**src/vport_pkg.sv**
```systemverilog
// package: modes, pin bundles and constants for the video feature port control
`default_nettype none
package vport_pkg;

    // port configuration selected by software
    typedef enum logic [2:0] {
        MODE_NONE,
        MODE_FC8,
        MODE_FC16,
        MODE_VAFC,
        MODE_VMI,
        MODE_VDEC,
        MODE_MPEG
    } port_mode_t;

    // pixel clock pin source selection
    typedef enum logic [1:0] {
        PCLK_FLOAT,
        PCLK_INTERNAL,
        PCLK_SYNTH
    } pclk_src_t;

    // one byte lane of the port: input, output, enable
    typedef struct packed {
        logic [7:0] din;
        logic [7:0] dout;
        logic       oe;
    } byte_lane_t;

    // pin enables for the sync and blank group
    typedef struct packed {
        logic blank_oe;
        logic hsync_oe;
        logic vsync_oe;
    } sync_oe_t;

    localparam int         SYNC_STAGES   = 2;
    localparam logic [7:0] BYTE_ZERO     = 8'h00;
    localparam logic [15:0] WORD_ZERO    = 16'h0000;
    localparam logic       PIX_OUT_NORMAL = 1'b0;

endpackage
`default_nettype wire

```
**src/video_feature_port_control.sv**
```systemverilog
// video feature port direction, data routing and pixel clock pin control
`default_nettype none
module video_feature_port_control
    import vport_pkg::*;
(
    // clock and reset
    input  wire logic        i_clk_sys,
    input  wire logic        i_reset_n,
    // configuration
    input  wire logic [2:0]  i_port_mode,
    input  wire logic        i_mode_valid,
    input  wire logic        i_ext_display_clk_sel,
    input  wire logic        i_test_mode,
    input  wire logic        i_pixel_out_ctl,
    input  wire logic [1:0]  i_blank_dpms,
    input  wire logic [1:0]  i_hsync_dpms,
    input  wire logic [1:0]  i_vsync_dpms,
    // host data cycle for vmi / mpeg
    input  wire logic        i_host_write,
    input  wire logic [7:0]  i_host_wdata,
    output logic      [7:0]  o_host_rdata,
    // internal pixel stream
    input  wire logic [15:0] i_int_pixel,
    input  wire logic        i_int_pixel_clk,
    input  wire logic        i_clock_synth_clk,
    // external pins
    input  wire logic        i_ext_port_direction_pin,
    input  wire logic [15:0] i_port_in,
    output logic      [15:0] o_port_out,
    output logic      [1:0]  o_port_oe,
    input  wire logic        i_pclk_pin_in,
    output logic             o_pclk_pin_out,
    output logic             o_pclk_pin_oe,
    input  wire logic        i_ext_video_clk_in,
    output logic             o_blank_oe,
    output logic             o_hsync_oe,
    output logic             o_vsync_oe,
    // towards the ramdac and capture path
    output logic      [15:0] o_ramdac_pixel,
    output logic             o_ramdac_ext_src,
    output logic             o_ramdac_clk_edge,
    output logic      [15:0] o_video_word,
    output logic             o_video_valid,
    output logic             o_mode_reject
);
    // ========================================
    // synchronisers
    logic [2:0] pin_sync;
    logic [2:0] pin_rise;
    logic       dir_s;
    logic       pclk_rise;
    logic       vclk_rise;
    logic [15:0] port_s1_q;
    logic [15:0] port_s2_q;

    vport_sync #(.WIDTH(3)) u_sync (
        .i_clk_sys (i_clk_sys),
        .i_reset_n (i_reset_n),
        .i_async   ({i_ext_port_direction_pin, i_pclk_pin_in, i_ext_video_clk_in}),
        .o_sync    (pin_sync),
        .o_rise    (pin_rise)
    );
    assign dir_s     = pin_sync[2];
    assign pclk_rise = pin_rise[1];
    assign vclk_rise = pin_rise[0];

    always_ff @(posedge i_clk_sys or negedge i_reset_n) begin
        if (!i_reset_n) begin
            port_s1_q <= WORD_ZERO;
            port_s2_q <= WORD_ZERO;
        end else begin
            port_s1_q <= i_port_in;
            port_s2_q <= port_s1_q;
        end
    end

    // ========================================
    // mode register
    port_mode_t mode_q;
    logic       reject_q;

    function automatic logic mode_allowed(input port_mode_t m, input logic ext_clk);
        mode_allowed = !ext_clk || (m == MODE_FC8) || (m == MODE_NONE);
    endfunction

    function automatic logic is_fc(input port_mode_t m);
        is_fc = (m == MODE_FC8) || (m == MODE_FC16) || (m == MODE_VAFC);
    endfunction

    always_ff @(posedge i_clk_sys or negedge i_reset_n) begin
        if (!i_reset_n) begin
            mode_q   <= MODE_NONE;
            reject_q <= 1'b0;
        end else if (i_mode_valid) begin
            if (mode_allowed(port_mode_t'(i_port_mode), i_ext_display_clk_sel)) begin
                mode_q   <= port_mode_t'(i_port_mode);
                reject_q <= 1'b0;
            end else begin
                mode_q   <= MODE_NONE;
                reject_q <= 1'b1;
            end
        end else if (!mode_allowed(mode_q, i_ext_display_clk_sel)) begin
            mode_q   <= MODE_NONE;
            reject_q <= 1'b1;
        end
    end

    // ========================================
    // direction decode
    logic fc_in;
    logic fc_out;
    logic pix_normal;
    assign fc_in      = is_fc(mode_q) && !dir_s;
    assign fc_out     = is_fc(mode_q) && dir_s;
    assign pix_normal = (i_pixel_out_ctl == PIX_OUT_NORMAL);

    // ========================================
    // port drive
    byte_lane_t lo_d;
    byte_lane_t hi_d;
    sync_oe_t   sync_d;

    always_comb begin
        lo_d   = '{din: port_s2_q[7:0], dout: BYTE_ZERO, oe: 1'b0};
        hi_d   = '{din: port_s2_q[15:8], dout: BYTE_ZERO, oe: 1'b0};
        sync_d = '{blank_oe: 1'b0, hsync_oe: 1'b0, vsync_oe: 1'b0};
        case (mode_q)
            MODE_FC8, MODE_FC16, MODE_VAFC: begin
                if (fc_out) begin
                    lo_d.dout = i_int_pixel[7:0];
                    lo_d.oe   = pix_normal;
                    sync_d.blank_oe = (i_blank_dpms != 2'b11);
                    sync_d.hsync_oe = (i_hsync_dpms != 2'b11);
                    sync_d.vsync_oe = (i_vsync_dpms != 2'b11);
                end
                // high byte in fc16 and vafc
                if (fc_out && mode_q != MODE_FC8) begin
                    hi_d.dout = i_int_pixel[15:8];
                    hi_d.oe   = pix_normal;
                end
            end
            MODE_VMI: begin
                hi_d.dout = i_host_wdata;
                hi_d.oe   = i_host_write;
            end
            MODE_MPEG: begin
                hi_d.dout = i_host_wdata;
                hi_d.oe   = i_host_write;
                sync_d.hsync_oe = 1'b1;
                sync_d.vsync_oe = 1'b1;
            end
            MODE_VDEC: begin
                sync_d.hsync_oe = 1'b1;
                sync_d.vsync_oe = 1'b1;
            end
            default: begin
                lo_d.oe = 1'b0;
            end
        endcase
    end

    always_ff @(posedge i_clk_sys or negedge i_reset_n) begin
        if (!i_reset_n) begin
            o_port_out <= WORD_ZERO;
            o_port_oe  <= 2'b00;
            o_blank_oe <= 1'b0;
            o_hsync_oe <= 1'b0;
            o_vsync_oe <= 1'b0;
        end else begin
            o_port_out <= {hi_d.dout, lo_d.dout};
            o_port_oe  <= {hi_d.oe, lo_d.oe};
            o_blank_oe <= sync_d.blank_oe;
            o_hsync_oe <= sync_d.hsync_oe;
            o_vsync_oe <= sync_d.vsync_oe;
        end
    end

    // ========================================
    // ramdac source and captured video
    always_ff @(posedge i_clk_sys or negedge i_reset_n) begin
        if (!i_reset_n) begin
            o_ramdac_pixel   <= WORD_ZERO;
            o_ramdac_ext_src <= 1'b0;
        end else if (fc_in) begin
            o_ramdac_pixel   <= (mode_q == MODE_FC8) ? {BYTE_ZERO, lo_d.din}
                                                     : {hi_d.din, lo_d.din};
            o_ramdac_ext_src <= 1'b1;
        end else begin
            o_ramdac_pixel   <= i_int_pixel;
            o_ramdac_ext_src <= 1'b0;
        end
    end

    always_ff @(posedge i_clk_sys or negedge i_reset_n) begin
        if (!i_reset_n) begin
            o_video_word  <= WORD_ZERO;
            o_video_valid <= 1'b0;
        end else begin
            o_video_valid <= 1'b0;
            if (vclk_rise && !i_ext_display_clk_sel) begin
                case (mode_q)
                    MODE_VDEC: begin
                        o_video_word  <= {hi_d.din, lo_d.din};
                        o_video_valid <= 1'b1;
                    end
                    MODE_VMI, MODE_MPEG: begin
                        o_video_word  <= {BYTE_ZERO, lo_d.din};
                        o_video_valid <= 1'b1;
                    end
                    default: begin
                        o_video_valid <= 1'b0;
                    end
                endcase
            end
        end
    end

    always_ff @(posedge i_clk_sys or negedge i_reset_n) begin
        if (!i_reset_n) begin
            o_host_rdata <= BYTE_ZERO;
        end else if ((mode_q == MODE_VMI || mode_q == MODE_MPEG) && !i_host_write) begin
            o_host_rdata <= hi_d.din;
        end
    end

    // ========================================
    // pixel clock pin
    pclk_src_t pclk_src;
    always_comb begin
        pclk_src = PCLK_FLOAT;
        if (i_test_mode) begin
            pclk_src = PCLK_SYNTH;
        end else begin
            case (mode_q)
                MODE_FC8:  pclk_src = dir_s ? PCLK_INTERNAL : PCLK_FLOAT;
                MODE_VAFC: pclk_src = PCLK_INTERNAL;
                MODE_FC16: pclk_src = dir_s ? PCLK_INTERNAL : PCLK_FLOAT;
                MODE_VMI:  pclk_src = PCLK_FLOAT;
                default:   pclk_src = PCLK_FLOAT;
            endcase
        end
    end

    always_ff @(posedge i_clk_sys or negedge i_reset_n) begin
        if (!i_reset_n) begin
            o_pclk_pin_out    <= 1'b0;
            o_pclk_pin_oe     <= 1'b0;
            o_ramdac_clk_edge <= 1'b0;
            o_mode_reject     <= 1'b0;
        end else begin
            o_pclk_pin_oe     <= (pclk_src != PCLK_FLOAT);
            o_pclk_pin_out    <= (pclk_src == PCLK_SYNTH) ? i_clock_synth_clk
                               : (pclk_src == PCLK_INTERNAL) ? i_int_pixel_clk : 1'b0;
            // external pixel clock when selected, else pin in fc8 input
            o_ramdac_clk_edge <= i_ext_display_clk_sel ? vclk_rise
                               : (fc_in && mode_q == MODE_FC8) ? pclk_rise : 1'b0;
            o_mode_reject     <= reject_q;
        end
    end

    // ========================================
    // checks
    unconf_float_a: assert property (
        @(posedge i_clk_sys) disable iff (!i_reset_n)
        (mode_q == MODE_NONE && !i_test_mode) |=> (o_port_oe == 2'b00 && !o_pclk_pin_oe))
        else $error("port driven while unconfigured");
    fc_input_a: assert property (
        @(posedge i_clk_sys) disable iff (!i_reset_n)
        fc_in |=> (o_port_oe == 2'b00 && o_ramdac_ext_src))
        else $error("feature input not routed");
    lo_drive_a: assert property (
        @(posedge i_clk_sys) disable iff (!i_reset_n)
        (fc_out && pix_normal) |=> o_port_oe[0])
        else $error("low byte not driven");
    vmi_lo_in_a: assert property (
        @(posedge i_clk_sys) disable iff (!i_reset_n)
        (mode_q == MODE_VMI) |=> !o_port_oe[0])
        else $error("vmi low byte driven");
    vafc_clk_a: assert property (
        @(posedge i_clk_sys) disable iff (!i_reset_n)
        (mode_q == MODE_VAFC && !i_test_mode) |=> o_pclk_pin_oe)
        else $error("vafc clock not driven");
    vmi_clk_a: assert property (
        @(posedge i_clk_sys) disable iff (!i_reset_n)
        (mode_q == MODE_VMI && !i_test_mode) |=> !o_pclk_pin_oe)
        else $error("vmi clock pin driven");
    ext_clk_a: assert property (
        @(posedge i_clk_sys) disable iff (!i_reset_n)
        i_ext_display_clk_sel [*2] |-> (mode_q == MODE_FC8 || mode_q == MODE_NONE))
        else $error("bad mode with external clock");
    test_clk_a: assert property (
        @(posedge i_clk_sys) disable iff (!i_reset_n)
        i_test_mode |=> o_pclk_pin_oe)
        else $error("test clock not driven");
    dec_ignore_a: assert property (
        @(posedge i_clk_sys) disable iff (!i_reset_n)
        (mode_q == MODE_VDEC) |=> (o_port_oe == 2'b00 && !o_blank_oe))
        else $error("decoder mode drives port");
endmodule
`default_nettype wire

```
**src/vport_sync.sv**
```systemverilog
// two-flop synchroniser and edge finder for pins from outside the clock domain
`default_nettype none
module vport_sync
    import vport_pkg::*;
#(
    parameter int WIDTH = 1
) (
    // clock and reset
    input  wire logic             i_clk_sys,
    input  wire logic             i_reset_n,
    // raw pins
    input  wire logic [WIDTH-1:0] i_async,
    // synchronised level and rising edge
    output logic      [WIDTH-1:0] o_sync,
    output logic      [WIDTH-1:0] o_rise
);
    logic [WIDTH-1:0] meta_q;
    logic [WIDTH-1:0] sync_q;
    logic [WIDTH-1:0] last_q;

    // first stage is read only by the second
    always_ff @(posedge i_clk_sys or negedge i_reset_n) begin
        if (!i_reset_n) begin
            meta_q <= '0;
            sync_q <= '0;
            last_q <= '0;
        end else begin
            meta_q <= i_async;
            sync_q <= meta_q;
            last_q <= sync_q;
        end
    end

    assign o_sync = sync_q;
    assign o_rise = sync_q & ~last_q;
endmodule
`default_nettype wire

```
**config.mk**
```make
export PLATFORM = sky130hd
export DESIGN_NAME = video_feature_port_control
export DESIGN_NICKNAME = d
export VERILOG_FILES = /design/src/vport_pkg.sv /design/src/video_feature_port_control.sv /design/src/vport_sync.sv
export SDC_FILE = /design/constraint.sdc
export NUM_CORES = 1
export LEC_CHECK = 0
export ABC_AREA = 1
export BUFFER_PORTS_ARGS = -buffer_cell sky130_fd_sc_hd__buf_2
export CORE_MARGIN = 3
export CORE_UTILIZATION = 50
export CTS_CLUSTER_SIZE = 24
export DETAILED_ROUTE_END_ITERATION = 8
export PLACE_DENSITY = 0.79
export SYNTH_ARGS = -nofsm -noshare
export SYNTH_HDL_FRONTEND = slang
export SYNTH_SLANG_ARGS = --single-unit
```
**constraint.sdc**
```tcl
create_clock -name i_clk_sys -period 1.56 [get_ports i_clk_sys]
set_input_delay 0.156 -clock i_clk_sys [delete_from_list [all_inputs] [get_ports i_clk_sys]]
set_output_delay 0.156 -clock i_clk_sys [all_outputs]
set_load 0.02 [all_outputs]
```
### Word-level counts from Yosys, hierarchy flattened

Index checks and enable logic that the tools add are counted.

* register bits: 111
* input port bits: 61
* output and inout bits: 67

* equal/unequal tests: 14
* muxes and demuxes: 27
* bitwise logic cells: 3
* reductions and logical operators: 26

Operators with widths (count)
* $mux W16: 2
* $pmux W16 S2: 1
* $mux W9: 2
* $pmux W9 S2: 1
* $mux W1: 13
* $mux W3: 4
* $eq A3 B3 Y1 const B: 3
* $mux W8: 1
* $ne A2 B2 Y1 const B: 4
* $logic_or A1 B1 Y1: 7
* $eq A3 B1 Y1 const B: 2
* $eq A3 B2 Y1 const B: 2
* $logic_and A1 B1 Y1: 6
* $logic_not A3 Y1: 2
* $reduce_or A2 Y1: 3
* $reduce_or A3 Y1: 2
* $pmux W2 S2: 1
* $reduce_bool A2 Y1: 2
* $logic_not A1 Y1: 3
* $ne A3 B1 Y1 const B: 1
* $and A2 B2 Y2: 1
* $eq A2 B1 Y1 const B: 1
* $eq A2 B2 Y1 const B: 1
* $mux W2: 1
* other kinds (4): 4

### Longest topological paths before layout

* word-level depth: 7
* mapped depth: 7
* mapped depth without buffers: 6

### Hierarchy

Synthesis repeated with hierarchy kept, for this count alone.

* cells, all modules: 343
* area total of the unflattened synthesis: 3806.2 µm²

Modules (own cells, without submodules)
* video_feature_port_control: instances 1, cells an instance 328, area each 3550.9 µm², sequential area each 2577.5 µm²
* vport_sync: instances 1, cells an instance 15, area each 255.2 µm², sequential area each 225.2 µm²

### Worst setup path before layout

OpenSTA, ideal clock, no wires.

* path kind: register to register
* start: register mode_q[2]
* end: register o_port_oe[1]
* library setup time: 119 ps
* arrival time: 1062 ps
* required time: 1441 ps
* path slack: 380 ps
* cell stages (with the launch flop): 6
* buffers on the path: 1
* period minus slack after synthesis: 1180 ps
* cell sequence: dfrtp_1 > nor2_1 > nand2_2 > buf_4 > nand4_1 > nand2_1

RTL lines
* from (decl): line video_feature_port_control.sv:79 `port_mode_t mode_q;`
* from (signal assigned): line video_feature_port_control.sv:96 `mode_q <= port_mode_t'(i_port_mode);`
* to (signal assigned): line video_feature_port_control.sv:171 `o_port_oe <= {hi_d.oe, lo_d.oe};`
* to (decl): line video_feature_port_control.sv:30 `output logic [1:0] o_port_oe,`

==> results list <==
* Clock tree sinks: 111
- CTS tree: built
* Number of global-route vias before repair: 2988
- Yosys cell types: 21
- Critical path capture point type: flip-flop
* Maximum number of pins on one net before global-route repair: 46
* Number of max-cap violations: 0
- Relative to the synthesized area, the layout overhead comes to 33.6%.
- A synthesized cell averages 11.0 um^2.
* Proportion of power drawn by the clock network: 0.262
* CTS root buf: sky130_fd_sc_hd__clkbuf_8
* Ant diodes: 0
- Global routing met2 resource utilization: 0.333
- From bottom edge to top edge, the die measures 94.2 um.
- Dividing the final minimum period by the clock period gives 0.901.
- Global-route met3 utilization: 0.0481
- Worst vdd rail ir drop: 785 uV
- In this run the most critical hold path is launched from i_host_wdata[7].
- The floorplan step defined a die boundary enclosing 0.00887 mm^2.
- Net total in the final layout: 584
* Gate power share: 0.206
- For this design the ratio of total power to cell area is 1220 mW/mm^2.
- Remaining max-slew budget at the tightest pin: 0.688
- The global routing stage identified its most utilized layer as met2.
- Req. time, crit path: 1.80 ns
- RSZ-0062 raised after global routing: false
- Share of cells above drive strength 1: 0.326
- Routability congestion estimate from global placement: 0.886
* Most frequent standard cell in the layout excluding fill and tap cells: sky130_fd_sc_hd__nand2_1
- Worst reg2reg path startpoint: mode_q[2]
* Number of buffers inserted to repair setup after CTS: 0
- The first TritonRoute pass finished after 4 iterations.
- The number of pins with negative max-slew slack in the final report came to 0.
* Final routed wirelength across all metal layers: 8360 um
- For this design the total switching power over the nets is 1.91 mW.
- Delay of the slowest critical-path stage: 0.47 ns
* Cell row count: 31
- Detailed placement HPWL: 5940 um
* Number of nets produced by synthesis: 414
* Max Clk Rate: 712 MHz
- Min-delay worst type: input pin to flip-flop
* Global-route usage over all layers: 0.201
- Count of cells along the worst hold path: 3
- Data on the critical path arrives at its endpoint at 1.65 ns.
* R2R cell count: 4
- TritonCTS Buffers: 9
* Worst clock skew: 0.0101 ns
- Of the post-synthesis cell area, the dominant cell type holds 0.715.
* Area contributors post-synth: sky130_fd_sc_hd__dfrtp_1, sky130_fd_sc_hd__nand2_1, sky130_fd_sc_hd__inv_1, sky130_fd_sc_hd__nor2_1, sky130_fd_sc_hd__o21ai_2
- After global routing the overflow that remains totals 0.
* Internal power: 4.43 mW
- Across all layers, the routed design uses 2946 vias.
- On the final layout, the worst hold slack is 0.0161 ns.
- After the first detailed-routing iteration, the DRC count stood at 87.
- Cells traversed along the worst timing path: nor2_1, nand2_2, nand4_1, nand2_1
- For the final routed database, the setup TNS stands at 0 ns.
- 128 I/O pins were placed.
- Filler cell count in the final layout: 598
- Final Critical Period: 1.41 ns
* Number of instances in the synthesized netlist: 353
* Switching power as a share of total power: 0.302
* Number of buffers and inverters on the critical path: 0
* Mean number of vias per cell: 4.70
* Post-CTS Resized: 0
- Buffers inserted to repair hold after CTS numbered 36.
- In this run, synthesis produced a sequential element count of 111.
- In this run the worst path has a maximum fanout of 18.
- Combined area of all synthesized cells: 0.00389 mm^2
* Effective utilization at floorplan: 0.525
- Element type at the critical path start: flip-flop
* Warnings from Yosys: 0
- During placement, the flow inserted port buffers numbering 127.
- Standard cell with the maximum stage delay on the critical path: sky130_fd_sc_hd__dfrtp_1
* Post-route ant nets: 0
- Final hold violations: 0
* Most area-hungry cell type in the Yosys netlist: sky130_fd_sc_hd__dfrtp_1
* Number of H-tree levels: 3
* DRC Markers: 0
- Worst flop-to-flop path endpoint: o_port_out[13]
- Antenna violations before repair: 0
* GR Layer Usage met1: 0.258
- Flop2flop setup slack: 0.15 ns
- For this run, the register share of the synthesized area comes to 0.715.
* Result of the run: finished clean
- Clk_lat worst skew: 0.36 ns
- The setup path with the least slack is of type flip-flop to flip-flop.
* Placeable core area: 0.00741 mm^2
* Most used cells in the layout excluding fill and tap cells: sky130_fd_sc_hd__nand2_1, sky130_fd_sc_hd__buf_2, sky130_fd_sc_hd__dfrtp_1
- The first global-routing pass estimated 13700 um of wire.
* Share of power burned in registers: 0.532
- Setup violations remaining at the end of the flow were counted as 0.
* Leak pwr: 2.92 nW
* Cell family contributing the most delay on the critical path: simple AND/OR/NAND/NOR gates
- Post-CTS clock slew at the launch and capture registers of the worst setup and hold paths: 0.09 ns
- Measured along the x axis, the die boundary spans 94.2 um.
- Counting along the longest clock path gives a buffer depth of 2.
* Terminating pin of the worst hold path: o_port_out[15]
- Worst-Margin Slew: 0.468 ns
- Routed wirelength normalized by instance count: 13.3 um
-- cell usage after synthesis --
master / number
sky130_fd_sc_hd__a21oi_2: 1
sky130_fd_sc_hd__o21ai_1: 8
sky130_fd_sc_hd__o21ai_2: 8
sky130_fd_sc_hd__nand2_4: 3
sky130_fd_sc_hd__o21ai_0: 4
sky130_fd_sc_hd__dfrtp_1: 111
sky130_fd_sc_hd__buf_4: 3
sky130_fd_sc_hd__nand2_2: 5
sky130_fd_sc_hd__o22ai_1: 1
sky130_fd_sc_hd__nand4_1: 9
sky130_fd_sc_hd__nand2_1: 132
sky130_fd_sc_hd__nand3_1: 6
sky130_fd_sc_hd__nor2_1: 22
sky130_fd_sc_hd__inv_2: 2
sky130_fd_sc_hd__nor2_4: 3
sky130_fd_sc_hd__clkbuf_1: 1
sky130_fd_sc_hd__o21bai_1: 1
sky130_fd_sc_hd__inv_1: 26
sky130_fd_sc_hd__buf_6: 4
sky130_fd_sc_hd__buf_2: 2
sky130_fd_sc_hd__nor2_2: 1
-- area by class of cell --
| class | count | area, um^2 | share of cell area |
|---|---|---|---|
| Clock buffer | 9 | 124 | 0.0238 |
| Clock inverter | 7 | 72.6 | 0.0140 |
| Inverter | 28 | 105 | 0.0202 |
| Multi-Input combinational cell | 204 | 922 | 0.178 |
| Sequential cell | 111 | 2780 | 0.535 |
| Tap cell | 99 | 124 | 0.0238 |
| Timing Repair Buffer | 169 | 1070 | 0.206 |
-- power by group through the flow --
stage	Sequential [mW]	Clock [mW]	Combinational [mW]
2_1_floorplan	3.75	0	0.387
3_3_place_gp	3.41	0	1.23
3_5_place_dp	3.43	0	1.25
4_1_cts	3.37	1.71	1.32
5_1_grt	3.41	1.83	1.46
6_report	3.37	1.66	1.31
-- flip-flops by register name, indices dropped and copies added (netlist names), 2 cells and up --
name and count:
o_host_rdata 8, o_port_oe 2, o_video_word 16, u_sync.last_q 2, o_ramdac_pixel 16, port_s2_q 16
o_port_out 16, u_sync.meta_q 3, mode_q 3, port_s1_q 16, u_sync.o_sync 3
-- per-layer routing --
metal  routed length [um]  vias up
met3                  630       10
met1                 3590     1400
met2                 4040      109
li1                     -     1427
met5                    0        -
met4                  106        0
-- cell families after synthesis --
kind of cell,synth area share
buf+inv,0.0480
simple gates,0.198
flops,0.715
compound gates,0.0393
-- metrics by stage --
stage	utilization	instance area, um^2	power [mW]	setup slack [ns]	cells
final	0.701	5190	6.34	0.155	627
after global placement	0.626	4640	4.64	0.288	575
after global routing	0.701	5190	6.69	0.0350	627
after CTS	0.701	5190	6.40	0.175	627
after detailed placement	0.626	4640	4.68	0.205	575
after floorplan	-	3890	4.14	0.380	353
-- worst reg2reg max path, cell delays in order (launching register included) --
cell and delay, ns:
sky130_fd_sc_hd__dfrtp_1 0.47, sky130_fd_sc_hd__nor2_1 0.29, sky130_fd_sc_hd__nand2_2 0.29, sky130_fd_sc_hd__nand4_1 0.18, sky130_fd_sc_hd__nand2_1 0.07
-- how the worst max path moves through the flow --
stage,slack [ns],from,to,depth (start not counted)
after floorplan,0.38,mode_q[2],o_port_oe[1],5
after global placement,0.29,mode_q[2],o_port_oe[1],4
after detailed placement,0.20,mode_q[2],o_port_out[13],4
after CTS,0.18,mode_q[2],o_port_out[13],4
after global routing,0.03,u_sync.o_sync[2],o_ramdac_pixel[4],5
final,0.15,mode_q[2],o_port_out[13],4
No activity file was read; power rests on OpenSTA's default activity.
